### src/core/sic_defs.svh
// Register offsets, write masks, reset values, bit positions and timing for the bank
`ifndef SIC_DEFS_SVH
`define SIC_DEFS_SVH
`define SIC_OFS_ALIAS 8'h08
`define SIC_OFS_CRCLO 8'h0A
`define SIC_OFS_CRCHI 8'h0B
`define SIC_OFS_STAT 8'h0C
`define SIC_OFS_GP0 8'h0D
`define SIC_OFS_GP21 8'h0E
`define SIC_OFS_O4G3 8'h0F
`define SIC_OFS_O65 8'h10
`define SIC_OFS_O7 8'h11
`define SIC_OFS_DPC 8'h12
`define SIC_OFS_MODE 8'h13
`define SIC_OFS_OSC 8'h14
`define SIC_OFS_WDC 8'h16
`define SIC_OFS_I2C 8'h17
`define SIC_MSK_ALIAS 8'hFE
`define SIC_MSK_GP0 8'h0F
`define SIC_MSK_GP21 8'hFF
`define SIC_MSK_O4G3 8'h9F
`define SIC_MSK_O65 8'h99
`define SIC_MSK_O7 8'h09
`define SIC_MSK_DPC 8'h36
`define SIC_MSK_OSC 8'h06
`define SIC_MSK_WDC 8'hFF
`define SIC_MSK_I2C 8'hFF
`define SIC_RST_ZERO 8'h00
`define SIC_RST_WDC 8'hFE
`define SIC_RST_I2C 8'h5E
`define SIC_DPC_DEPOL 5
`define SIC_DPC_I2SREGEN 4
`define SIC_DPC_V18 2
`define SIC_DPC_I2STRANS 1
`define SIC_WDC_DIS 0
`define SIC_I2C_PASSALL 7
`define SIC_OSC_RSVD 2'h2
`define SIC_CRC_MAX 16'hFFFF
`define SIC_MCLK_PERIOD_NS 8
`define SIC_WD_UNIT_NS 2000000
`define SIC_WD_UNIT_CYC (`SIC_WD_UNIT_NS / `SIC_MCLK_PERIOD_NS)
`endif

### src/core/sic_pkg.sv
// Types shared by the serializer control and status bank
package sic_pkg;
   // Watchdog states, one-hot
   typedef enum logic [2:0] {
      SIC_WD_IDLE = 3'h1,
      SIC_WD_RUN = 3'h2,
      SIC_WD_EXPIRED = 3'h4
   } sic_wd_t;
   // Register access request from the serial control engine
   typedef struct packed {
      logic wr;
      logic rd;
      logic [7:0] addr;
      logic [7:0] wdata;
   } sic_req_t;
   // Forwarded serial access offered for remapping
   typedef struct packed {
      logic valid;
      logic [6:0] addr;
   } sic_fwd_t;
   // Whole state of the bank
   typedef struct packed {
      logic [7:0] alias_r, gp0, gp21, o4g3, o65, o7, dpc, osc, wdc, i2c;
      logic [15:0] crc_cnt;
      logic des_err, bist_err;
      logic link1, link2, pclk1, pclk2, strap1, strap2, de1, de2;
      logic [3:0] gin1, gin2;
      logic strap_cap, strap_seen, ovr18;
      sic_wd_t wd;
      logic [19:0] tick;
      logic [6:0] units;
      logic abort;
      logic [7:0] rdata;
      logic rvalid;
      logic [3:0] gout, goe, grx, aux_en, aux_val;
      logic de_act, video18, osc_lf;
      sic_fwd_t fwd;
   } sic_state_t;
endpackage

### src/core/sic_regs.sv
// Control and status register bank of the serializer
//
// Functional notes
// - Alias-matched forward gets physical slave address
// - Zero alias disables remote slave access
// - Sixteen-bit CRC error count, two bytes
// - Self-test CRC flag, cleared on three events
// - Link CRC flag, cleared on loss/clear
// - Status bit two shows pixel clock
// - Status bit zero shows cable link
// - Local drive when enabled, output, not remote
// - Remote control forces output, remote value
// - Direction one input; enable one GPIO
// - Aux output driven when enable is one
// - Polarity bit five inverts data enable
// - Bit four picks I2S regeneration source
// - Bit two selects 18-bit video
// - Bit one selects audio transport kind
// - Mode status shows decode done, repeater
// - Strap in bit zero, register overrides
// - Bit three shows alternate frequency mode
// - Two-bit clock source select, one reserved
// - Bit zero shows self test enabled
// - Abort channel transaction after 2 ms units
// - Watchdog disable bit in bit zero
// - Pass-all forwards every non-local access
// - CRC clear input holds counters at zero
`timescale 1ns/10ps
`include "sic_defs.svh"
module sic_regs
   import sic_pkg::*;
#(
   parameter int WD_UNIT_CYCLES = `SIC_WD_UNIT_CYC
) (
   // Clock and reset
   input wire logic mclk,
   input wire logic srst,
   // Register access from the serial control engine
   input wire sic_req_t reg_req,
   output logic [7:0] reg_rdata_q,
   output logic reg_rvalid_q,
   // Identities kept elsewhere in the bank
   input wire logic [6:0] dev_id,
   input wire logic [6:0] des_id,
   input wire logic [6:0] slave_phys_id,
   // Forwarded access and its remapped result
   input wire sic_fwd_t fwd_req,
   output sic_fwd_t fwd_out_q,
   // Link and datapath events, same clock
   input wire logic bc_crc_err,
   input wire logic bist_active,
   input wire logic bist_start,
   input wire logic crc_clear,
   input wire logic mode_decode_done,
   input wire logic repeater_mode,
   input wire logic alt_freq_mode,
   input wire logic low_frequency_flag,
   // Pins from outside the clock domain
   input wire logic link_detect,
   input wire logic pclk_detect,
   input wire logic strap_18bit,
   input wire logic data_enable_strobe,
   // GPIO pins and their other users
   input wire logic [3:0] gpio_in,
   input wire logic [3:0] gpio_remote_val,
   input wire logic [3:0] norm_out,
   input wire logic [3:0] norm_oe,
   output logic [3:0] gpio_out_q,
   output logic [3:0] gpio_oe_q,
   output logic [3:0] gpio_rx_q,
   // Register-driven general outputs
   output logic [3:0] aux_en_q,
   output logic [3:0] aux_val_q,
   // Datapath controls
   output logic de_active_q,
   output logic video18_q,
   output logic i2s_regen_q,
   output logic i2s_frame_q,
   output logic [1:0] osc_src_q,
   output logic osc_lf_q,
   // Control channel watchdog
   input wire logic cc_txn_active,
   output logic cc_abort_q
);
   // Refuse a unit count the tick counter cannot hold
   initial begin
      if (WD_UNIT_CYCLES < 2 || WD_UNIT_CYCLES > 1048575) begin
         $error("WD_UNIT_CYCLES out of range");
      end
   end

   localparam logic [19:0] UNIT_LAST = 20'(WD_UNIT_CYCLES - 1);

   sic_state_t s_q; // Registered state
   sic_state_t s_d; // Next state

   // Pin GPIO settings {value, remote, direction, enable}
   function automatic logic [3:0] gpio_cfg(input sic_state_t s, input int n);
      logic [3:0] f;
      f = 4'h0;
      if (n == 0) begin
         f = s.gp0[3:0];
      end else if (n == 1) begin
         f = s.gp21[3:0];
      end else if (n == 2) begin
         f = s.gp21[7:4];
      end else begin
         f = s.o4g3[3:0];
      end
      return f;
   endfunction

   // Write decode: true when this offset is written
   function automatic logic hit(input sic_req_t r, input logic [7:0] ofs);
      return r.wr && (r.addr == ofs);
   endfunction

   // Next state
   always_comb begin
      logic [3:0] c; // Settings of the pin being decoded
      c = 4'h0;
      s_d = s_q;
      // Two-flop synchronisers for pins
      s_d.link1 = link_detect;
      s_d.link2 = s_q.link1;
      s_d.pclk1 = pclk_detect;
      s_d.pclk2 = s_q.pclk1;
      s_d.strap1 = strap_18bit;
      s_d.strap2 = s_q.strap1;
      s_d.de1 = data_enable_strobe;
      s_d.de2 = s_q.de1;
      s_d.gin1 = gpio_in;
      s_d.gin2 = s_q.gin1;
      s_d.grx = s_q.gin2;

      // Register writes, masked so reserved bits stay zero
      if (hit(reg_req, `SIC_OFS_ALIAS)) begin
         s_d.alias_r = reg_req.wdata & `SIC_MSK_ALIAS;
      end else if (hit(reg_req, `SIC_OFS_GP0)) begin
         s_d.gp0 = reg_req.wdata & `SIC_MSK_GP0;
      end else if (hit(reg_req, `SIC_OFS_GP21)) begin
         s_d.gp21 = reg_req.wdata & `SIC_MSK_GP21;
      end else if (hit(reg_req, `SIC_OFS_O4G3)) begin
         s_d.o4g3 = reg_req.wdata & `SIC_MSK_O4G3;
      end else if (hit(reg_req, `SIC_OFS_O65)) begin
         s_d.o65 = reg_req.wdata & `SIC_MSK_O65;
      end else if (hit(reg_req, `SIC_OFS_O7)) begin
         s_d.o7 = reg_req.wdata & `SIC_MSK_O7;
      end else if (hit(reg_req, `SIC_OFS_DPC)) begin
         s_d.dpc = reg_req.wdata & `SIC_MSK_DPC;
         s_d.ovr18 = 1'b1;
      end else if (hit(reg_req, `SIC_OFS_OSC)) begin
         // reserved source code is not taken
         if (reg_req.wdata[2:1] != `SIC_OSC_RSVD) begin
            s_d.osc = reg_req.wdata & `SIC_MSK_OSC;
         end
      end else if (hit(reg_req, `SIC_OFS_WDC)) begin
         s_d.wdc = reg_req.wdata & `SIC_MSK_WDC;
      end else if (hit(reg_req, `SIC_OFS_I2C)) begin
         s_d.i2c = reg_req.wdata & `SIC_MSK_I2C;
      end

      // Register reads, answered one cycle later
      s_d.rvalid = reg_req.rd;
      s_d.rdata = 8'h00;
      if (reg_req.addr == `SIC_OFS_ALIAS) begin
         s_d.rdata = s_q.alias_r;
      end else if (reg_req.addr == `SIC_OFS_CRCLO) begin
         s_d.rdata = s_q.crc_cnt[7:0];
      end else if (reg_req.addr == `SIC_OFS_CRCHI) begin
         s_d.rdata = s_q.crc_cnt[15:8];
      end else if (reg_req.addr == `SIC_OFS_STAT) begin
         s_d.rdata = {4'h0, s_q.bist_err, s_q.pclk2, s_q.des_err, s_q.link2};
      end else if (reg_req.addr == `SIC_OFS_GP0) begin
         s_d.rdata = s_q.gp0;
      end else if (reg_req.addr == `SIC_OFS_GP21) begin
         s_d.rdata = s_q.gp21;
      end else if (reg_req.addr == `SIC_OFS_O4G3) begin
         s_d.rdata = s_q.o4g3;
      end else if (reg_req.addr == `SIC_OFS_O65) begin
         s_d.rdata = s_q.o65;
      end else if (reg_req.addr == `SIC_OFS_O7) begin
         s_d.rdata = s_q.o7;
      end else if (reg_req.addr == `SIC_OFS_DPC) begin
         s_d.rdata = s_q.dpc;
      end else if (reg_req.addr == `SIC_OFS_MODE) begin
         s_d.rdata = {3'h0, mode_decode_done, alt_freq_mode, repeater_mode,
                      1'b0, s_q.video18};
      end else if (reg_req.addr == `SIC_OFS_OSC) begin
         // self test enabled in bit zero
         s_d.rdata = {s_q.osc[7:1], bist_active};
      end else if (reg_req.addr == `SIC_OFS_WDC) begin
         s_d.rdata = s_q.wdc;
      end else if (reg_req.addr == `SIC_OFS_I2C) begin
         s_d.rdata = s_q.i2c;
      end

      if (bc_crc_err && s_q.crc_cnt != `SIC_CRC_MAX) begin
         s_d.crc_cnt = s_q.crc_cnt + 16'h0001;
      end
      // self-test flag; a set beats a restart
      if (bist_start) begin
         s_d.bist_err = 1'b0;
      end
      if (bc_crc_err && bist_active) begin
         s_d.bist_err = 1'b1;
      end
      if (bc_crc_err && !bist_active) begin
         s_d.des_err = 1'b1;
      end
      if (!s_q.link2) begin
         s_d.bist_err = 1'b0;
         s_d.des_err = 1'b0;
      end
      // clear holds counters and flags at zero
      if (crc_clear) begin
         s_d.crc_cnt = 16'h0000;
         s_d.bist_err = 1'b0;
         s_d.des_err = 1'b0;
      end

      if (mode_decode_done && !s_q.strap_seen) begin
         s_d.strap_seen = 1'b1;
         s_d.strap_cap = s_q.strap2;
      end
      // 18-bit select, strap until first write
      s_d.video18 = s_q.ovr18 ? s_q.dpc[`SIC_DPC_V18] : s_q.strap_cap;

      s_d.de_act = s_q.de2 ^ s_q.dpc[`SIC_DPC_DEPOL];
      // low frequency mode pins the oscillator
      s_d.osc_lf = low_frequency_flag && (s_q.osc[2:1] != 2'h0);

      s_d.aux_en = {s_q.o7[0], s_q.o65[4], s_q.o65[0], s_q.o4g3[4]};
      s_d.aux_val = {s_q.o7[3], s_q.o65[7], s_q.o65[3], s_q.o4g3[7]};

      // GPIO pin drive
      for (int n = 0; n < 4; n++) begin
         c = gpio_cfg(s_q, n);
         if (c[2]) begin
            s_d.goe[n] = 1'b1;
            s_d.gout[n] = gpio_remote_val[n];
         end else if (c[0] && !c[1]) begin
            s_d.goe[n] = 1'b1;
            s_d.gout[n] = c[3];
         end else if (c[0]) begin
            s_d.goe[n] = 1'b0;
            s_d.gout[n] = 1'b0;
         end else begin
            s_d.goe[n] = norm_oe[n];
            s_d.gout[n] = norm_out[n];
         end
      end

      // Forwarding decision for an offered access
      s_d.fwd.valid = 1'b0;
      s_d.fwd.addr = fwd_req.addr;
      if (fwd_req.valid && fwd_req.addr != dev_id) begin
         if (s_q.alias_r[7:1] != 7'h00 && fwd_req.addr == s_q.alias_r[7:1]) begin
            s_d.fwd.valid = 1'b1;
            s_d.fwd.addr = slave_phys_id;
         end else if (s_q.i2c[`SIC_I2C_PASSALL]) begin
            s_d.fwd.valid = 1'b1;
         end else if (des_id != 7'h00 && fwd_req.addr == des_id) begin
            s_d.fwd.valid = 1'b1;
         end
      end

      // Control channel watchdog
      s_d.abort = 1'b0;
      case (s_q.wd)
         SIC_WD_IDLE: begin
            if (!s_q.wdc[`SIC_WDC_DIS] && cc_txn_active) begin
               s_d.wd = SIC_WD_RUN;
               s_d.tick = 20'h00000;
               s_d.units = 7'h00;
            end
         end
         SIC_WD_RUN: begin
            if (s_q.wdc[`SIC_WDC_DIS] || !cc_txn_active) begin
               s_d.wd = SIC_WD_IDLE;
            end else if (s_q.tick == UNIT_LAST) begin
               s_d.tick = 20'h00000;
               s_d.units = s_q.units + 7'h01;
               if (s_q.units + 7'h01 >= s_q.wdc[7:1]) begin
                  s_d.wd = SIC_WD_EXPIRED;
                  s_d.abort = 1'b1;
               end
            end else begin
               s_d.tick = s_q.tick + 20'h00001;
            end
         end
         SIC_WD_EXPIRED: begin
            // Wait for the aborted transaction to drop
            if (!cc_txn_active) begin
               s_d.wd = SIC_WD_IDLE;
            end
         end
         default: begin
            s_d.wd = SIC_WD_IDLE;
         end
      endcase
   end

   // State register with synchronous reset
   always_ff @(posedge mclk) begin
      if (srst) begin
         s_q <= '0;
         s_q.wdc <= `SIC_RST_WDC;
         s_q.i2c <= `SIC_RST_I2C;
         s_q.wd <= SIC_WD_IDLE;
      end else begin
         s_q <= s_d;
      end
   end

   // Outputs straight from the state register
   assign reg_rdata_q = s_q.rdata;
   assign reg_rvalid_q = s_q.rvalid;
   assign fwd_out_q = s_q.fwd;
   assign gpio_out_q = s_q.gout;
   assign gpio_oe_q = s_q.goe;
   assign gpio_rx_q = s_q.grx;
   assign aux_en_q = s_q.aux_en;
   assign aux_val_q = s_q.aux_val;
   assign de_active_q = s_q.de_act;
   assign video18_q = s_q.video18;
   assign i2s_regen_q = s_q.dpc[`SIC_DPC_I2SREGEN];
   assign i2s_frame_q = s_q.dpc[`SIC_DPC_I2STRANS];
   assign osc_src_q = s_q.osc[2:1];
   assign osc_lf_q = s_q.osc_lf;
   assign cc_abort_q = s_q.abort;

   // Alias hit yields the physical address
   alias_remap_a: assert property (@(posedge mclk) disable iff (srst)
      fwd_req.valid && fwd_req.addr != dev_id && s_q.alias_r[7:1] != 7'h00 &&
      fwd_req.addr == s_q.alias_r[7:1]
      |=> fwd_out_q.valid && fwd_out_q.addr == $past(slave_phys_id))
      else $error("alias not remapped");
   // Zero alias gives no remote slave path
   alias_zero_a: assert property (@(posedge mclk) disable iff (srst)
      fwd_req.valid && s_q.alias_r == 8'h00 && !s_q.i2c[`SIC_I2C_PASSALL] &&
      fwd_req.addr != des_id |=> !fwd_out_q.valid)
      else $error("forward with zero alias");
   // Counter steps by one per error
   crc_count_a: assert property (@(posedge mclk) disable iff (srst)
      bc_crc_err && !crc_clear && s_q.crc_cnt != `SIC_CRC_MAX
      |=> s_q.crc_cnt == $past(s_q.crc_cnt) + 16'h0001)
      else $error("crc count did not step");
   // Self-test error sets with link up
   bist_err_a: assert property (@(posedge mclk) disable iff (srst)
      bc_crc_err && bist_active && !crc_clear && s_q.link2 |=> s_q.bist_err)
      else $error("bist flag not set");
   // Link loss clears the link error flag
   des_err_clr_a: assert property (@(posedge mclk) disable iff (srst)
      !s_q.link2 |=> !s_q.des_err)
      else $error("des flag survived link loss");
   // Local drive of pin zero
   gpio_drive_a: assert property (@(posedge mclk) disable iff (srst)
      gpio_cfg(s_q, 0) ==? 4'b?001 |=> gpio_oe_q[0] && gpio_out_q[0] == $past(s_q.gp0[3]))
      else $error("pin zero not driven locally");
   // Remote drive of pin one
   gpio_remote_a: assert property (@(posedge mclk) disable iff (srst)
      gpio_cfg(s_q, 1) ==? 4'b?1?? |=> gpio_oe_q[1] &&
      gpio_out_q[1] == $past(gpio_remote_val[1]))
      else $error("pin one not remote driven");
   // Data enable pin, through its synchroniser, follows polarity
   de_polarity_a: assert property (@(posedge mclk) disable iff (srst)
      ##3 de_active_q == ($past(data_enable_strobe, 3) ^ $past(s_q.dpc[`SIC_DPC_DEPOL])))
      else $error("data enable polarity wrong");
   // Abort only from an enabled watchdog
   wd_enable_a: assert property (@(posedge mclk) disable iff (srst)
      cc_abort_q |-> !$past(s_q.wdc[`SIC_WDC_DIS]) && $past(cc_txn_active))
      else $error("abort while disabled");
   // Pass-all forwards non-local accesses
   pass_all_a: assert property (@(posedge mclk) disable iff (srst)
      fwd_req.valid && s_q.i2c[`SIC_I2C_PASSALL] && fwd_req.addr != dev_id
      |=> fwd_out_q.valid)
      else $error("pass-all access dropped");
endmodule

### config.mk
export PLATFORM = sky130hd
export DESIGN_NAME = sic_regs
export DESIGN_NICKNAME = d
export VERILOG_FILES = /design/src/core/sic_pkg.sv /design/src/core/sic_regs.sv
export VERILOG_INCLUDE_DIRS = /design/src /design/src/core
export SDC_FILE = /design/constraint.sdc
export NUM_CORES = 1
export LEC_CHECK = 0
export BUFFER_PORTS_ARGS = -buffer_cell sky130_fd_sc_hd__buf_2
export CORE_MARGIN = 2
export CORE_UTILIZATION = 55
export DETAILED_ROUTE_END_ITERATION = 8
export PLACE_DENSITY = 0.78
export SYNTH_ARGS = -nofsm -noshare
export SYNTH_HDL_FRONTEND = slang
export SYNTH_SLANG_ARGS = --single-unit
### constraint.sdc
create_clock -name mclk -period 2.45 [get_ports mclk]
set_clock_uncertainty 0.15 [all_clocks]
set_input_delay 0.245 -clock mclk [delete_from_list [all_inputs] [get_ports mclk]]
set_output_delay 0.245 -clock mclk [all_outputs]
set_load 0.02 [all_outputs]
After elaboration in Yosys (flattened, before gate mapping):

Index checks and enable logic that the tools add are counted.

* $add $sub $neg: 3
* $mul: 0
* divide/modulo/power cells: 0
* order comparisons: 1
* equal/unequal tests: 29
* shift-type cells: 0
* mux-type cells: 57
* bitwise gates (word level): 14
* reductions and logical operators: 54

Operators by type and width (count)
* 8-bit two-way mux: 15
* 8-bit by 4-bit == test with 1-bit output (second input constant): 7
* 8-bit by 5-bit == test with 1-bit output (second input constant): 7
* 27-bit case mux with 2 select lines: 1
* 1-bit two-way mux: 31
* 30-bit two-way mux: 1
* 28-bit two-way mux: 1
* 1-bit logical AND: 23
* 20-bit by 1-bit adder with 20-bit output (second input constant): 1
* 20-bit by 18-bit == test with 1-bit output (second input constant): 1
* 20-bit two-way mux: 1
* 9-bit AND reduction: 2
* 16-bit by 1-bit adder with 16-bit output (second input constant): 1
* 16-bit != test (second input constant): 1
* 7-bit == test: 2
* 7-bit two-way mux: 2
* 7-bit nonzero test: 2
* 1-bit inverter: 13
* 3-bit two-way mux: 4
* 4-bit AND reduction: 3
* 2-bit != test (second input constant): 5
* 10-bit AND reduction: 1
* 3-bit case mux with 3 select lines: 1
* 1-bit logical NOT: 8
* other kinds (18): 24

* bits in registers: 161
* bits in latches: 0
* memory bits (writable): 0
* memory bits (read-only): 0
* word-level logic and storage cells: 201
* memories kept: 0

Logic depth before layout (Yosys ltp):

Gate-level depths: netlist of the first run.

* word-level depth: 15
* mapped depth: 9
* gate-level depth less buffers: 9

Worst setup path after synthesis of the first run:

OpenSTA, ideal clock, no wires.

* kind: register to register
* start: register s_q[41] in the netlist's numbering
* end: register s_q[69] in the netlist's numbering
* arrival: 1.942 ns
* required time: 2.241 ns
* path slack: 0.299 ns
* cell stages (with the launch flop): 10
* clock period less this slack: 2.151 ns
* path through: dfxtp_1 > ha_1 > and3_2 > xnor2_1 > ha_1 > a21o_1 > a21oi_1 > o21ai_0 > a21oi_1 > o211a_1

* longest elaborated chain between the ends: 4

RTL lines
* from (decl): line sic_regs.sv:94 `sic_state_t s_q;`
* 7-bit by 1-bit adder with 7-bit output: line sic_regs.sv:284 `if (s_q.units + 7'h01 >= s_q.wdc[7:1]) begin`
* 7-bit greater-or-equal comparator: line sic_regs.sv:284
* 3-bit != test (no line)
* 4-bit AND reduction (no line)

No other way between the ends.
A chain may end at the register's enable or synchronous reset.

Final worst setup path of the first run:

Same ends and word-level chain as after synthesis.

==> run_summary.xml, run 1 <==
<?xml version="1.0" encoding="UTF-8"?>
<metrics>
  <group name="critical_path">
    <metric name="critical_path.reg2reg.startpoint" unit="">s_q[41]$_SDFFE_PP0P_</metric>
    <metric name="critical_path_class" unit="">reg2reg</metric>
    <metric name="cp_data_arrival_time" unit="ps">2490</metric>
    <metric name="required" unit="ps">2680</metric>
    <metric name="cp_max_fo" unit="">5</metric>
    <metric name="worstReg2RegEnd" unit="">s_q[69]$_SDFFE_PP0P_</metric>
    <metric name="timing.reg2reg.setup_slack" unit="ps">190</metric>
    <metric name="length_in_cells_of_the_worst_reg_to_reg_path" unit="">9</metric>
    <metric name="endpoint_kind" unit="">flip-flop</metric>
    <metric name="cp-start-kind" unit="">flip-flop</metric>
  </group>
  <group name="final_layout">
    <metric name="final_cell_area" unit="sq um">9370</metric>
    <metric name="antennaDiodeCount" unit="">0</metric>
    <metric name="nNetsFinal" unit="">1076</metric>
    <metric name="mostFrequentLayoutCell" unit="">sky130_fd_sc_hd__dfxtp_1</metric>
    <metric name="layout_common_cells" unit="">sky130_fd_sc_hd__dfxtp_1, sky130_fd_sc_hd__buf_2, sky130_fd_sc_hd__nor2_1</metric>
    <metric name="share_of_final_layout_standard_cells_stronger_than_drive_strength_1" unit="">0.198</metric>
    <metric name="area_growth_syn_to_layout" unit="%">19.6</metric>
  </group>
  <group name="run_status">
    <metric name="outcome" unit="">complete, no violations</metric>
  </group>
  <group name="synth">
    <metric name="mappedNetlistArea" unit="sq um">7830</metric>
    <metric name="synth.yosys.seq_area_share" unit="">0.412</metric>
    <metric name="most_used_flip_flop_cell_after_synthesis" unit="">sky130_fd_sc_hd__dfxtp_1</metric>
    <metric name="syn_nets" unit="">961</metric>
    <metric name="count_of_flip_flops_with_a_built_in_enable_after_synthesis" unit="">0</metric>
    <metric name="unique_cell_type_count_in_the_yosys_netlist" unit="">81</metric>
    <metric name="synthesized_instance_count" unit="">873</metric>
    <metric name="postSynth.asyncResetShare" unit="">0</metric>
    <metric name="postSynthAreaPerCell" unit="sq um">8.97</metric>
    <metric name="synth.ff_latch_count" unit="">161</metric>
    <metric name="yosysWarnings" unit="">0</metric>
  </group>
  <group name="sta">
    <metric name="timing.fmax" unit="MHz">442</metric>
    <metric name="slew_headroom" unit="">0.650</metric>
    <metric name="timing_hold_violations_final" unit="">0</metric>
    <metric name="timing.final.max_slew_violations" unit="">0</metric>
    <metric name="final.setup.tns" unit="ps">0</metric>
    <metric name="grt_setup_unrepaired" unit="">no</metric>
    <metric name="final.setup.worst_slack" unit="ps">189</metric>
    <metric name="finalWorstPathRequiredPeriod" unit="ps">2260</metric>
    <metric name="final.hold.worst_slack" unit="ps">30.8</metric>
    <metric name="min_period_over_period" unit="">0.923</metric>
    <metric name="worst-slew-pin-transition" unit="ps">525</metric>
    <metric name="timing.final.setup_violations" unit="">0</metric>
  </group>
  <group name="detailed_routing">
    <metric name="final_antenna_net_count" unit="">0</metric>
    <metric name="vias_per_cell" unit="">5.56</metric>
    <metric name="drtPass1Iterations" unit="">5</metric>
    <metric name="detailroute.via_count" unit="">6570</metric>
    <metric name="first_iter_violations" unit="">590</metric>
    <metric name="drc" unit="">0</metric>
    <metric name="detail_route.wl_per_cell" unit="microns">16.6</metric>
    <metric name="detail_route.wirelength" unit="mm">19.6</metric>
  </group>
  <group name="min_path">
    <metric name="hp-start" unit="">norm_oe[1]</metric>
    <metric name="min_delay_worst_endpoint" unit="">gpio_oe_q[1]$_SDFF_PP0_</metric>
    <metric name="hp-class" unit="">in2reg</metric>
    <metric name="worstHoldPathCells" unit="">5</metric>
  </group>
  <group name="clock_network">
    <metric name="tritoncts_clock_tree" unit="">done</metric>
    <metric name="clk_pin_slew_worst_paths" unit="ps">60</metric>
    <metric name="cts_root_buffer" unit="">sky130_fd_sc_hd__clkbuf_16</metric>
    <metric name="cts_buffers" unit="">17</metric>
    <metric name="max-clock-path-buffers" unit="">2</metric>
    <metric name="htree_levels" unit="">4</metric>
    <metric name="clock_insertion_delay_worst_skew" unit="ps">430</metric>
    <metric name="clock_sink_count" unit="">161</metric>
  </group>
  <group name="die">
    <metric name="fp.dieH" unit="microns">123</metric>
    <metric name="initial_core_utilization" unit="">0.564</metric>
    <metric name="floorplan.die_area" unit="sq um">15200</metric>
    <metric name="floorplan.io_pins" unit="">123</metric>
    <metric name="dieWidth" unit="microns">123</metric>
    <metric name="row_count" unit="">43</metric>
    <metric name="placeableCoreArea" unit="sq um">13900</metric>
  </group>
  <group name="grt">
    <metric name="gr-usage-all-layers" unit="">0.268</metric>
    <metric name="wire_length_of_the_first_global_routing_pass" unit="mm">31.3</metric>
    <metric name="grt_max_degree" unit="">52</metric>
    <metric name="number_of_antenna_violations_at_the_first_check_in_global_routing" unit="">0</metric>
    <metric name="grt_pass1_vias" unit="">6166</metric>
    <metric name="grt_overflow_total" unit="">0</metric>
  </group>
  <group name="power_and_ir_drop">
    <metric name="irDropWorstVdd" unit="V">0.000466</metric>
    <metric name="leakage" unit="uW">0.00389</metric>
    <metric name="power.density_cell_area" unit="nW/um^2">652</metric>
  </group>
  <group name="place">
    <metric name="pre_cts_slack" unit="ps">124</metric>
    <metric name="dpl.hpwl" unit="mm">13.8</metric>
    <metric name="port-buffer-count" unit="">122</metric>
    <metric name="globalplace.congestion" unit="">0.963</metric>
    <metric name="dpl-instance-area" unit="sq um">8280</metric>
  </group>
  <group name="run">
    <metric name="maxCapViolCount" unit="">0</metric>
  </group>
</metrics>
flip-flops by register name, indices dropped and copies added (netlist names), 2 cells and up:
register / cells
fwd_out_q: 8
gpio_oe_q: 4
osc_src_q: 2
gpio_out_q: 4
s_d: 20
reg_rdata_q: 8
aux_val_q: 4
aux_en_q: 4
s_q: 96
gpio_rx_q: 4
Yosys cell counts (all sizes together) (3+ instances only):
cell / number / area share
a2111oi: 4 / 0.0054
inv: 23 / 0.011
xnor2: 36 / 0.040
buf: 58 / 0.052
mux2i: 66 / 0.084
nand3b: 6 / 0.0062
and2: 5 / 0.0040
a22o: 4 / 0.0045
nor2: 117 / 0.056
a31oi: 3 / 0.0024
and3: 8 / 0.0067
nand3: 25 / 0.017
nand4: 16 / 0.014
ha: 10 / 0.016
xor2: 17 / 0.019
and4: 9 / 0.010
nand2: 66 / 0.032
mux2: 5 / 0.0072
a21o: 3 / 0.0029
o22ai: 4 / 0.0032
nand2b: 14 / 0.011
clkbuf: 24 / 0.012
a311o: 5 / 0.0064
a22oi: 4 / 0.0038
nor2b: 36 / 0.029
a2bb2oi: 3 / 0.0034
dfxtp: 161 / 0.41
nor4: 7 / 0.0056
o211a: 3 / 0.0038
o21ai: 19 / 0.013
nor4b: 3 / 0.0053
nor3: 17 / 0.017
a211o: 6 / 0.0067
a21oi: 38 / 0.025
a221oi: 4 / 0.0045
o211ai: 9 / 0.0086
worst max path at each step:
stage / startpoint / endpoint / slack (ps) / cells past startpoint
finish: s_q[41]$_SDFFE_PP0P_ / s_q[69]$_SDFFE_PP0P_ / 190 / 9
global route: s_q[41]$_SDFFE_PP0P_ / s_q[69]$_SDFFE_PP0P_ / 50 / 9
CTS: s_q[41]$_SDFFE_PP0P_ / s_q[69]$_SDFFE_PP0P_ / 100 / 9
detailed placement: s_q[41]$_SDFFE_PP0P_ / s_q[69]$_SDFFE_PP0P_ / 120 / 9
global placement: s_q[41]$_SDFFE_PP0P_ / s_q[69]$_SDFFE_PP0P_ / 190 / 9
floorplan: s_q[41]$_SDFFE_PP0P_ / s_q[69]$_SDFFE_PP0P_ / 300 / 9
metal layers:
metal  routed length, microns  part of all wire  global-route usage  vias up
met3                     1340             0.068              0.0526       32
met1                     8460              0.43               0.343     3075
met5                        0                 0                   0        -
met4                      412             0.021               0.102        0
met2                     9410              0.48               0.446      227
li1                         -                 -                   -     3236
cell type report:
cell class	instances	area (sq um)
Fill cell	1108	4520
Multi-Input combinational cell	606	4020
Sequential cell	161	3220
Timing Repair Buffer	178	1140
Clock buffer	18	439
Clock inverter	14	228
Tap cell	180	225
Inverter	24	90.1
where the power goes:
| group | leakage (uW) | internal [uW] | switching, uW |
|---|---|---|---|
| clock network | 0.000316 | 1850 | 1110 |
| registers | 0.00131 | 2650 | 17.8 |
| logic | 0.00227 | 201 | 273 |
repair_timing:
action                                 4_1_cts  5_1_grt
hold buffers                                41        0
resized for setup                            0        2
endpoints found under the hold margin       35        0
setup endpoints to repair                    0        3
setup buffers                                0        0
worst max-delay path, cell delays in order (launching register included):
cell and delay (ps):
sky130_fd_sc_hd__dfxtp_2 340, sky130_fd_sc_hd__ha_2 210, sky130_fd_sc_hd__and3_2 250, sky130_fd_sc_hd__xnor2_1 130
sky130_fd_sc_hd__ha_1 290, sky130_fd_sc_hd__a21o_1 190, sky130_fd_sc_hd__a21oi_1 150, sky130_fd_sc_hd__o21ai_0 110
sky130_fd_sc_hd__a21oi_1 220, sky130_fd_sc_hd__o211a_1 180
per-stage QoR:
step | power [uW] | util | cells
finish | 6110 | 0.675 | 1181
global route | 6300 | 0.675 | 1181
CTS | 6140 | 0.674 | 1181
detailed placement | 3150 | 0.597 | 1108
global placement | 3140 | 0.597 | 1108
floorplan | 3000 | - | 873
logic make-up (layout without fill, tap and decap cells):
logic type,count (synthesis),in the layout,synth area share
XOR/XNOR,53,53,0.0593
flip-flops,161,161,0.412
AND/OR/NAND/NOR,338,338,0.224
buffers and inverters,106,234,0.0746
multiplexers,72,72,0.0945
AO/OA/AOI/OAI,133,133,0.120
adder cells (fa/ha/maj),10,10,0.0160
Power figures use the tool's default switching activity.
==> run 2: changes to the inputs <==
--- a/config.mk
+++ b/config.mk
@@ -7,6 +7,7 @@
 export NUM_CORES = 1
 export LEC_CHECK = 0
 export BUFFER_PORTS_ARGS = -buffer_cell sky130_fd_sc_hd__buf_2
+export CORE_ASPECT_RATIO = 0.7
 export CORE_MARGIN = 2
 export CORE_UTILIZATION = 55
 export DETAILED_ROUTE_END_ITERATION = 8
==> run 2 against run 1 <==
  * Final cell count grew 1.0%
  * Sequential share of layout area increased by 0.083 points
  * Worst hold slack worse by 4.1 ps
  * Critical path depth unchanged
  * Final area down 0.28%
  * Clock power shrank 6%
  * Count of clock-buffer cells in the layout decreased by 1
  * Flip-flop and latch count is the same
  * Wire length up 5.6%
  * Combinational power up 2%
  * Die area up 0.10%
  * Critical path type unchanged
  * Largest power group unchanged
==> run_summary.xml, run 2 (synthesized netlist as in run 1, its figures left out) <==
<?xml version="1.0" encoding="UTF-8"?>
<metrics>
  <group name="run_status">
    <metric name="outcome" unit="">complete, no violations</metric>
  </group>
  <group name="sta">
    <metric name="timing.final.setup_violations" unit="">0</metric>
    <metric name="worst-slew-pin-transition" unit="ps">534</metric>
    <metric name="min_period_over_period" unit="">0.922</metric>
    <metric name="final.setup.tns" unit="ps">0</metric>
    <metric name="finalWorstPathRequiredPeriod" unit="ps">2260</metric>
    <metric name="slew_headroom" unit="">0.635</metric>
    <metric name="grt_setup_unrepaired" unit="">no</metric>
    <metric name="timing.final.max_slew_violations" unit="">0</metric>
    <metric name="timing_hold_violations_final" unit="">0</metric>
    <metric name="timing.fmax" unit="MHz">443</metric>
  </group>
  <group name="final_layout">
    <metric name="area_growth_syn_to_layout" unit="%">19.3</metric>
    <metric name="regMostFlops" unit="">s_q</metric>
    <metric name="final_cell_area" unit="sq um">9340</metric>
    <metric name="mostFrequentLayoutCell" unit="">sky130_fd_sc_hd__dfxtp_1</metric>
    <metric name="largest_register_ff_count" unit="">96</metric>
    <metric name="share_of_final_layout_standard_cells_stronger_than_drive_strength_1" unit="">0.203</metric>
    <metric name="nNetsFinal" unit="">1078</metric>
    <metric name="nFillCells" unit="">1103</metric>
    <metric name="antennaDiodeCount" unit="">0</metric>
    <metric name="layout_common_cells" unit="">sky130_fd_sc_hd__dfxtp_1, sky130_fd_sc_hd__buf_2, sky130_fd_sc_hd__nor2_1</metric>
  </group>
  <group name="grt">
    <metric name="grt_max_degree" unit="">42</metric>
    <metric name="gr-usage-all-layers" unit="">0.275</metric>
    <metric name="wire_length_of_the_first_global_routing_pass" unit="mm">32.8</metric>
    <metric name="number_of_antenna_violations_at_the_first_check_in_global_routing" unit="">0</metric>
    <metric name="grt_overflow_total" unit="">0</metric>
    <metric name="grt_pass1_vias" unit="">6063</metric>
  </group>
  <group name="place">
    <metric name="dpl.hpwl" unit="mm">14.5</metric>
    <metric name="globalplace.congestion" unit="">0.964</metric>
    <metric name="dpl-instance-area" unit="sq um">8340</metric>
    <metric name="port-buffer-count" unit="">122</metric>
  </group>
  <group name="power_and_ir_drop">
    <metric name="leakage" unit="uW">0.00388</metric>
    <metric name="irDropWorstVdd" unit="V">0.000499</metric>
    <metric name="netSwitchingFraction" unit="">0.246</metric>
    <metric name="combPwrFrac" unit="">0.082</metric>
    <metric name="power.sequential.fraction" unit="">0.449</metric>
    <metric name="power.density_cell_area" unit="nW/um^2">637</metric>
    <metric name="cellInternalPower" unit="uW">4490</metric>
    <metric name="power.net_switching" unit="uW">1460</metric>
    <metric name="power.share.clock" unit="">0.470</metric>
  </group>
  <group name="critical_path">
    <metric name="endpoint_kind" unit="">flip-flop</metric>
    <metric name="critical_path.cell_chain" unit="">ha_2 &gt; and3_2 &gt; xnor2_1 &gt; ha_1 &gt; a21o_1 &gt; a21oi_1 &gt; o21ai_0 &gt; a21oi_2 &gt; o31ai_1</metric>
    <metric name="worst_setup_path_startpoint" unit="">s_q[41]$_SDFFE_PP0P_</metric>
    <metric name="cp_max_fo" unit="">5</metric>
    <metric name="cp-start-kind" unit="">flip-flop</metric>
    <metric name="required" unit="ps">2600</metric>
    <metric name="cp_max_stage_delay" unit="ps">420</metric>
    <metric name="critical_path_class" unit="">reg2reg</metric>
    <metric name="crit_slowest_cell" unit="">sky130_fd_sc_hd__dfxtp_1</metric>
    <metric name="critical_path.reg2reg.startpoint" unit="">s_q[41]$_SDFFE_PP0P_</metric>
    <metric name="cp_data_arrival_time" unit="ps">2410</metric>
  </group>
  <group name="clock_network">
    <metric name="clk_pin_slew_worst_paths" unit="ps">60</metric>
    <metric name="htree_levels" unit="">4</metric>
    <metric name="cts_root_buffer" unit="">sky130_fd_sc_hd__clkbuf_16</metric>
    <metric name="cts_buffers" unit="">17</metric>
    <metric name="clock_insertion_delay_worst_skew" unit="ps">430</metric>
    <metric name="clock_sink_count" unit="">161</metric>
    <metric name="tritoncts_clock_tree" unit="">done</metric>
    <metric name="cts.repair_timing.setup_buffer_count" unit="">0</metric>
    <metric name="max-clock-path-buffers" unit="">2</metric>
  </group>
  <group name="detailed_routing">
    <metric name="detail_route.wl_per_cell" unit="microns">17.4</metric>
    <metric name="detailroute.via_count" unit="">6792</metric>
    <metric name="detail_route.wirelength" unit="mm">20.7</metric>
    <metric name="first_iter_violations" unit="">645</metric>
    <metric name="drtPass1Iterations" unit="">6</metric>
    <metric name="vias_per_cell" unit="">5.69</metric>
    <metric name="final_antenna_net_count" unit="">0</metric>
    <metric name="drc" unit="">0</metric>
  </group>
  <group name="die">
    <metric name="placeableCoreArea" unit="sq um">13900</metric>
    <metric name="floorplan.io_pins" unit="">123</metric>
    <metric name="fp.dieH" unit="microns">104</metric>
    <metric name="floorplan.die_area" unit="sq um">15200</metric>
    <metric name="dieWidth" unit="microns">147</metric>
    <metric name="row_count" unit="">36</metric>
    <metric name="initial_core_utilization" unit="">0.562</metric>
  </group>
  <group name="run">
    <metric name="maxCapViolCount" unit="">0</metric>
  </group>
  <group name="min_path">
    <metric name="hp-class" unit="">in2reg</metric>
    <metric name="hp-start" unit="">norm_oe[3]</metric>
  </group>
</metrics>
-- run 2: cell count changes in the layout (fill, tap and decap cells not counted), sizes merged --
cell | before | now
clkinvlp | 3 | 2
clkinv | 3 | 5
clkbuf | 18 | 17
inv | 27 | 29
buf | 137 | 143
dlygate4sd3 | 41 | 37
bufinv | 5 | 3
-- run 2: critical path, delay by kind of cell, from the launching register on --
kind / cells / cell delay, ps
XOR/XNOR: 1 / 130
adder cells (fa/ha/maj): 2 / 510
AO/OA/AOI/OAI: 5 / 700
AND/OR/NAND/NOR: 1 / 230
flip-flops: 1 / 420
-- run 2: metrics by stage --
step / hold slack, ps / power (uW) / worst slack [ps] / util / std cells
floorplan: 167 / 3000 / 299 / - / 873
global placement: 268 / 3150 / 179 / 0.599 / 1124
detailed placement: 270 / 3150 / 148 / 0.599 / 1124
CTS: 10.8 / 5970 / 127 / 0.671 / 1193
global route: 34.3 / 6150 / 32.9 / 0.671 / 1193
finish: 26.7 / 5950 / 191 / 0.671 / 1193
-- run 2: final cells by class --
type	instances	area, sq um	share of cell area
Clock buffer	17	425	0.0456
Clock inverter	15	195	0.0209
Inverter	24	90.1	0.00965
Multi-Input combinational cell	606	4030	0.431
Sequential cell	161	3220	0.345
Tap cell	190	238	0.0255
Timing Repair Buffer	180	1140	0.122
-- run 2: routing by layer --
layer	up-vias	wire length [microns]	track usage
met5	-	0	0
met3	22	2180	0.0767
met2	362	8300	0.376
li1	3263	-	-
met1	3145	9970	0.418
met4	0	267	0.0749
-- run 2: path summary, 6_finish.rpt --
check | endpoint | slack [ps] | cells past startpoint
worst max register to register | s_q[70]$_SDFFE_PP0P_ | 190 | 9
worst max-delay path | s_q[70]$_SDFFE_PP0P_ | 190 | 9
worst min-delay path | gpio_oe_q[3]$_SDFF_PP0_ | 30 | 5
worst min register to register | s_d[21]$_SDFF_PP0_ | 290 | 1
-- run 2: power groups by stage --
| stage | Sequential [uW] | Combinational [uW] | Clock, uW |
|---|---|---|---|
| 2_1_floorplan | 2730 | 274 | 0 |
| 3_3_place_gp | 2730 | 425 | 0 |
| 3_5_place_dp | 2730 | 425 | 0 |
| 4_1_cts | 2670 | 473 | 2820 |
| 5_1_grt | 2670 | 522 | 2950 |
| 6_report | 2670 | 485 | 2790 |
-- run 2: repair_timing --
action / in CTS / in global routing
hold buffers: 37 / 0
gates resized for setup: 0 / 2
endpoints found under the hold margin: 29 / 0
endpoints found under the setup margin: 0 / 3
==> run 3: changes to the inputs <==
--- a/config.mk
+++ b/config.mk
@@ -12,6 +12,7 @@
 export CORE_UTILIZATION = 55
 export DETAILED_ROUTE_END_ITERATION = 8
 export PLACE_DENSITY = 0.78
+export REMOVE_ABC_BUFFERS = 1
 export SYNTH_ARGS = -nofsm -noshare
 export SYNTH_HDL_FRONTEND = slang
 export SYNTH_SLANG_ARGS = --single-unit
==> run 3 against run 2 <==
  * Fmax shrank 3.1%
  * Critical endpoint is now s_q[69]$_SDFFE_PP0P_
  * Worst setup slack worse by 71 ps
  * Largest power group is now registers
  * Die area unchanged
==> run_summary.xml, run 3 (synthesized netlist as in run 1, its figures left out) <==
<?xml version="1.0" encoding="UTF-8"?>
<metrics>
  <group name="power_and_ir_drop">
    <metric name="leakage" unit="uW">0.00384</metric>
    <metric name="power.density_cell_area" unit="nW/um^2">613</metric>
    <metric name="irDropWorstVdd" unit="V">0.000547</metric>
    <metric name="post-layout-total-power" unit="uW">5680</metric>
  </group>
  <group name="die">
    <metric name="initial_core_utilization" unit="">0.562</metric>
    <metric name="fp.dieH" unit="microns">104</metric>
    <metric name="row_count" unit="">36</metric>
    <metric name="floorplan.die_area" unit="sq um">15200</metric>
    <metric name="dieWidth" unit="microns">147</metric>
    <metric name="placeableCoreArea" unit="sq um">13900</metric>
    <metric name="floorplan.io_pins" unit="">123</metric>
  </group>
  <group name="critical_path">
    <metric name="cp-start-kind" unit="">flip-flop</metric>
    <metric name="endpoint_kind" unit="">flip-flop</metric>
    <metric name="worstReg2RegEnd" unit="">s_q[69]$_SDFFE_PP0P_</metric>
    <metric name="required" unit="ps">2670</metric>
    <metric name="cp_data_arrival_time" unit="ps">2550</metric>
    <metric name="worst_setup_path_startpoint" unit="">s_q[41]$_SDFFE_PP0P_</metric>
    <metric name="critical_path_class" unit="">reg2reg</metric>
    <metric name="timing.reg2reg.setup_slack" unit="ps">120</metric>
    <metric name="critical_path.reg2reg.startpoint" unit="">s_q[41]$_SDFFE_PP0P_</metric>
    <metric name="cp_max_fo" unit="">5</metric>
    <metric name="length_in_cells_of_the_worst_reg_to_reg_path" unit="">9</metric>
  </group>
  <group name="final_layout">
    <metric name="nFillCells" unit="">1137</metric>
    <metric name="nNetsFinal" unit="">1075</metric>
    <metric name="share_of_final_layout_standard_cells_stronger_than_drive_strength_1" unit="">0.201</metric>
    <metric name="regMostFlops" unit="">s_q</metric>
    <metric name="layout_common_cells" unit="">sky130_fd_sc_hd__dfxtp_1, sky130_fd_sc_hd__buf_2, sky130_fd_sc_hd__nor2_1</metric>
    <metric name="antennaDiodeCount" unit="">0</metric>
    <metric name="final_instance_count_without_filler_cells" unit="">1190</metric>
    <metric name="mostFrequentLayoutCell" unit="">sky130_fd_sc_hd__dfxtp_1</metric>
    <metric name="largest_register_ff_count" unit="">96</metric>
    <metric name="area_growth_syn_to_layout" unit="%">18.3</metric>
  </group>
  <group name="min_path">
    <metric name="hp-class" unit="">in2reg</metric>
    <metric name="hp-start" unit="">srst</metric>
    <metric name="min_delay_worst_endpoint" unit="">s_d[86]$_SDFF_PP0_</metric>
    <metric name="worstHoldPathCells" unit="">2</metric>
  </group>
  <group name="sta">
    <metric name="finalWorstPathRequiredPeriod" unit="ps">2330</metric>
    <metric name="final.hold.worst_slack" unit="ps">3.45</metric>
    <metric name="timing.fmax" unit="MHz">429</metric>
    <metric name="slew_headroom" unit="">0.654</metric>
    <metric name="timing.final.max_slew_violations" unit="">0</metric>
    <metric name="timing.final.setup_violations" unit="">0</metric>
    <metric name="min_period_over_period" unit="">0.951</metric>
    <metric name="final.setup.tns" unit="ps">0</metric>
    <metric name="timing_hold_violations_final" unit="">0</metric>
    <metric name="worst-slew-pin-transition" unit="ps">513</metric>
  </group>
  <group name="run">
    <metric name="maxCapViolCount" unit="">0</metric>
  </group>
  <group name="detailed_routing">
    <metric name="detail_route.wirelength" unit="mm">19.4</metric>
    <metric name="detail_route.wl_per_cell" unit="microns">16.3</metric>
    <metric name="first_iter_violations" unit="">619</metric>
    <metric name="drc" unit="">0</metric>
    <metric name="detailroute.via_count" unit="">6710</metric>
    <metric name="vias_per_cell" unit="">5.64</metric>
    <metric name="final_antenna_net_count" unit="">0</metric>
    <metric name="drtPass1Iterations" unit="">4</metric>
  </group>
  <group name="grt">
    <metric name="wire_length_of_the_first_global_routing_pass" unit="mm">31.3</metric>
    <metric name="grt_overflow_total" unit="">0</metric>
    <metric name="grt_pass1_vias" unit="">6020</metric>
    <metric name="number_of_antenna_violations_at_the_first_check_in_global_routing" unit="">0</metric>
    <metric name="grt_max_degree" unit="">48</metric>
    <metric name="gr-usage-all-layers" unit="">0.254</metric>
  </group>
  <group name="clock_network">
    <metric name="max-clock-path-buffers" unit="">2</metric>
    <metric name="clk_pin_slew_worst_paths" unit="ps">70</metric>
    <metric name="tritoncts_clock_tree" unit="">done</metric>
    <metric name="cts_root_buffer" unit="">sky130_fd_sc_hd__clkbuf_16</metric>
    <metric name="clock_insertion_delay_worst_skew" unit="ps">420</metric>
    <metric name="cts.repair_timing.setup_buffer_count" unit="">0</metric>
    <metric name="clock_sink_count" unit="">161</metric>
    <metric name="htree_levels" unit="">4</metric>
    <metric name="cts_buffers" unit="">17</metric>
  </group>
  <group name="run_status">
    <metric name="outcome" unit="">complete, no violations</metric>
  </group>
  <group name="place">
    <metric name="globalplace.congestion" unit="">0.961</metric>
    <metric name="place.detailed.instances" unit="">1124</metric>
    <metric name="port-buffer-count" unit="">122</metric>
    <metric name="dpl.hpwl" unit="mm">13.7</metric>
  </group>
</metrics>
## run 3: cell count changes in the layout (fill, tap and decap cells not counted)
cell,delta
sky130_fd_sc_hd__dlygate4sd3_1,-3
sky130_fd_sc_hd__clkinv_4,-1
sky130_fd_sc_hd__ha_2,-1
sky130_fd_sc_hd__buf_12,+1
sky130_fd_sc_hd__inv_8,-1
sky130_fd_sc_hd__bufinv_16,-2
sky130_fd_sc_hd__buf_4,-1
sky130_fd_sc_hd__clkbuf_1,+2
sky130_fd_sc_hd__clkinvlp_4,+3
sky130_fd_sc_hd__inv_6,-1
sky130_fd_sc_hd__ha_1,+1
## run 3: worst max path at each step
stage | endpoint | slack [ps] | cells past startpoint
6_report | s_q[69]$_SDFFE_PP0P_ | 120 | 9
5_1_grt | s_q[69]$_SDFFE_PP0P_ | -1 | 9
4_1_cts | s_q[69]$_SDFFE_PP0P_ | 80 | 9
3_5_place_dp | s_q[70]$_SDFFE_PP0P_ | 90 | 9
3_3_place_gp | s_q[69]$_SDFFE_PP0P_ | 150 | 9
2_1_floorplan | s_q[69]$_SDFFE_PP0P_ | 300 | 9
## run 3: through the flow
step | utilization | setup WS (ps) | area [sq um]
3_5_place_dp | 0.600 | 91.4 | 8350
2_1_floorplan | - | 298 | 7330
4_1_cts | 0.665 | 78.6 | 9260
6_report | 0.665 | 120 | 9260
3_3_place_gp | 0.600 | 145 | 8350
5_1_grt | 0.665 | -1.42 | 9260
## run 3: report_power, final
group          switching, uW  leakage (uW)  internal (uW)  total [uW]
Sequential              16.1       0.00131           2650        2670
Combinational            277       0.00227            199         476
Clock                   1120      0.000257           1410        2530
## run 3: critical path, cell delays in order, from the launching register on
cell and delay [ps]:
sky130_fd_sc_hd__dfxtp_1 410, sky130_fd_sc_hd__ha_1 270, sky130_fd_sc_hd__and3_2 250, sky130_fd_sc_hd__xnor2_1 120
sky130_fd_sc_hd__ha_1 260, sky130_fd_sc_hd__a21o_1 180, sky130_fd_sc_hd__a21oi_1 120, sky130_fd_sc_hd__o21ai_0 120
sky130_fd_sc_hd__a21oi_2 220, sky130_fd_sc_hd__o211a_1 170
## run 3: layout make-up
cell class	count	area, sq um	area share
well taps	190	238	0.0257
multi-input cells	606	4020	0.435
clock inverters	13	129	0.0139
inverters	24	90.1	0.00973
repair buffers	177	1120	0.121
flip-flops and latches	161	3220	0.348
clock buffers	19	433	0.0468
## run 3: per-layer routing
metal	global-route usage	wire, microns
met5	0	0
met4	0.0728	243
met1	0.392	9700
met2	0.355	7960
met3	0.0515	1520
## run 3: what timing repair did
item	4_1_cts	5_1_grt
endpoints found under the hold margin	30	0
gates resized for setup	0	1
endpoints found under the setup margin	0	3
hold buffers	34	0
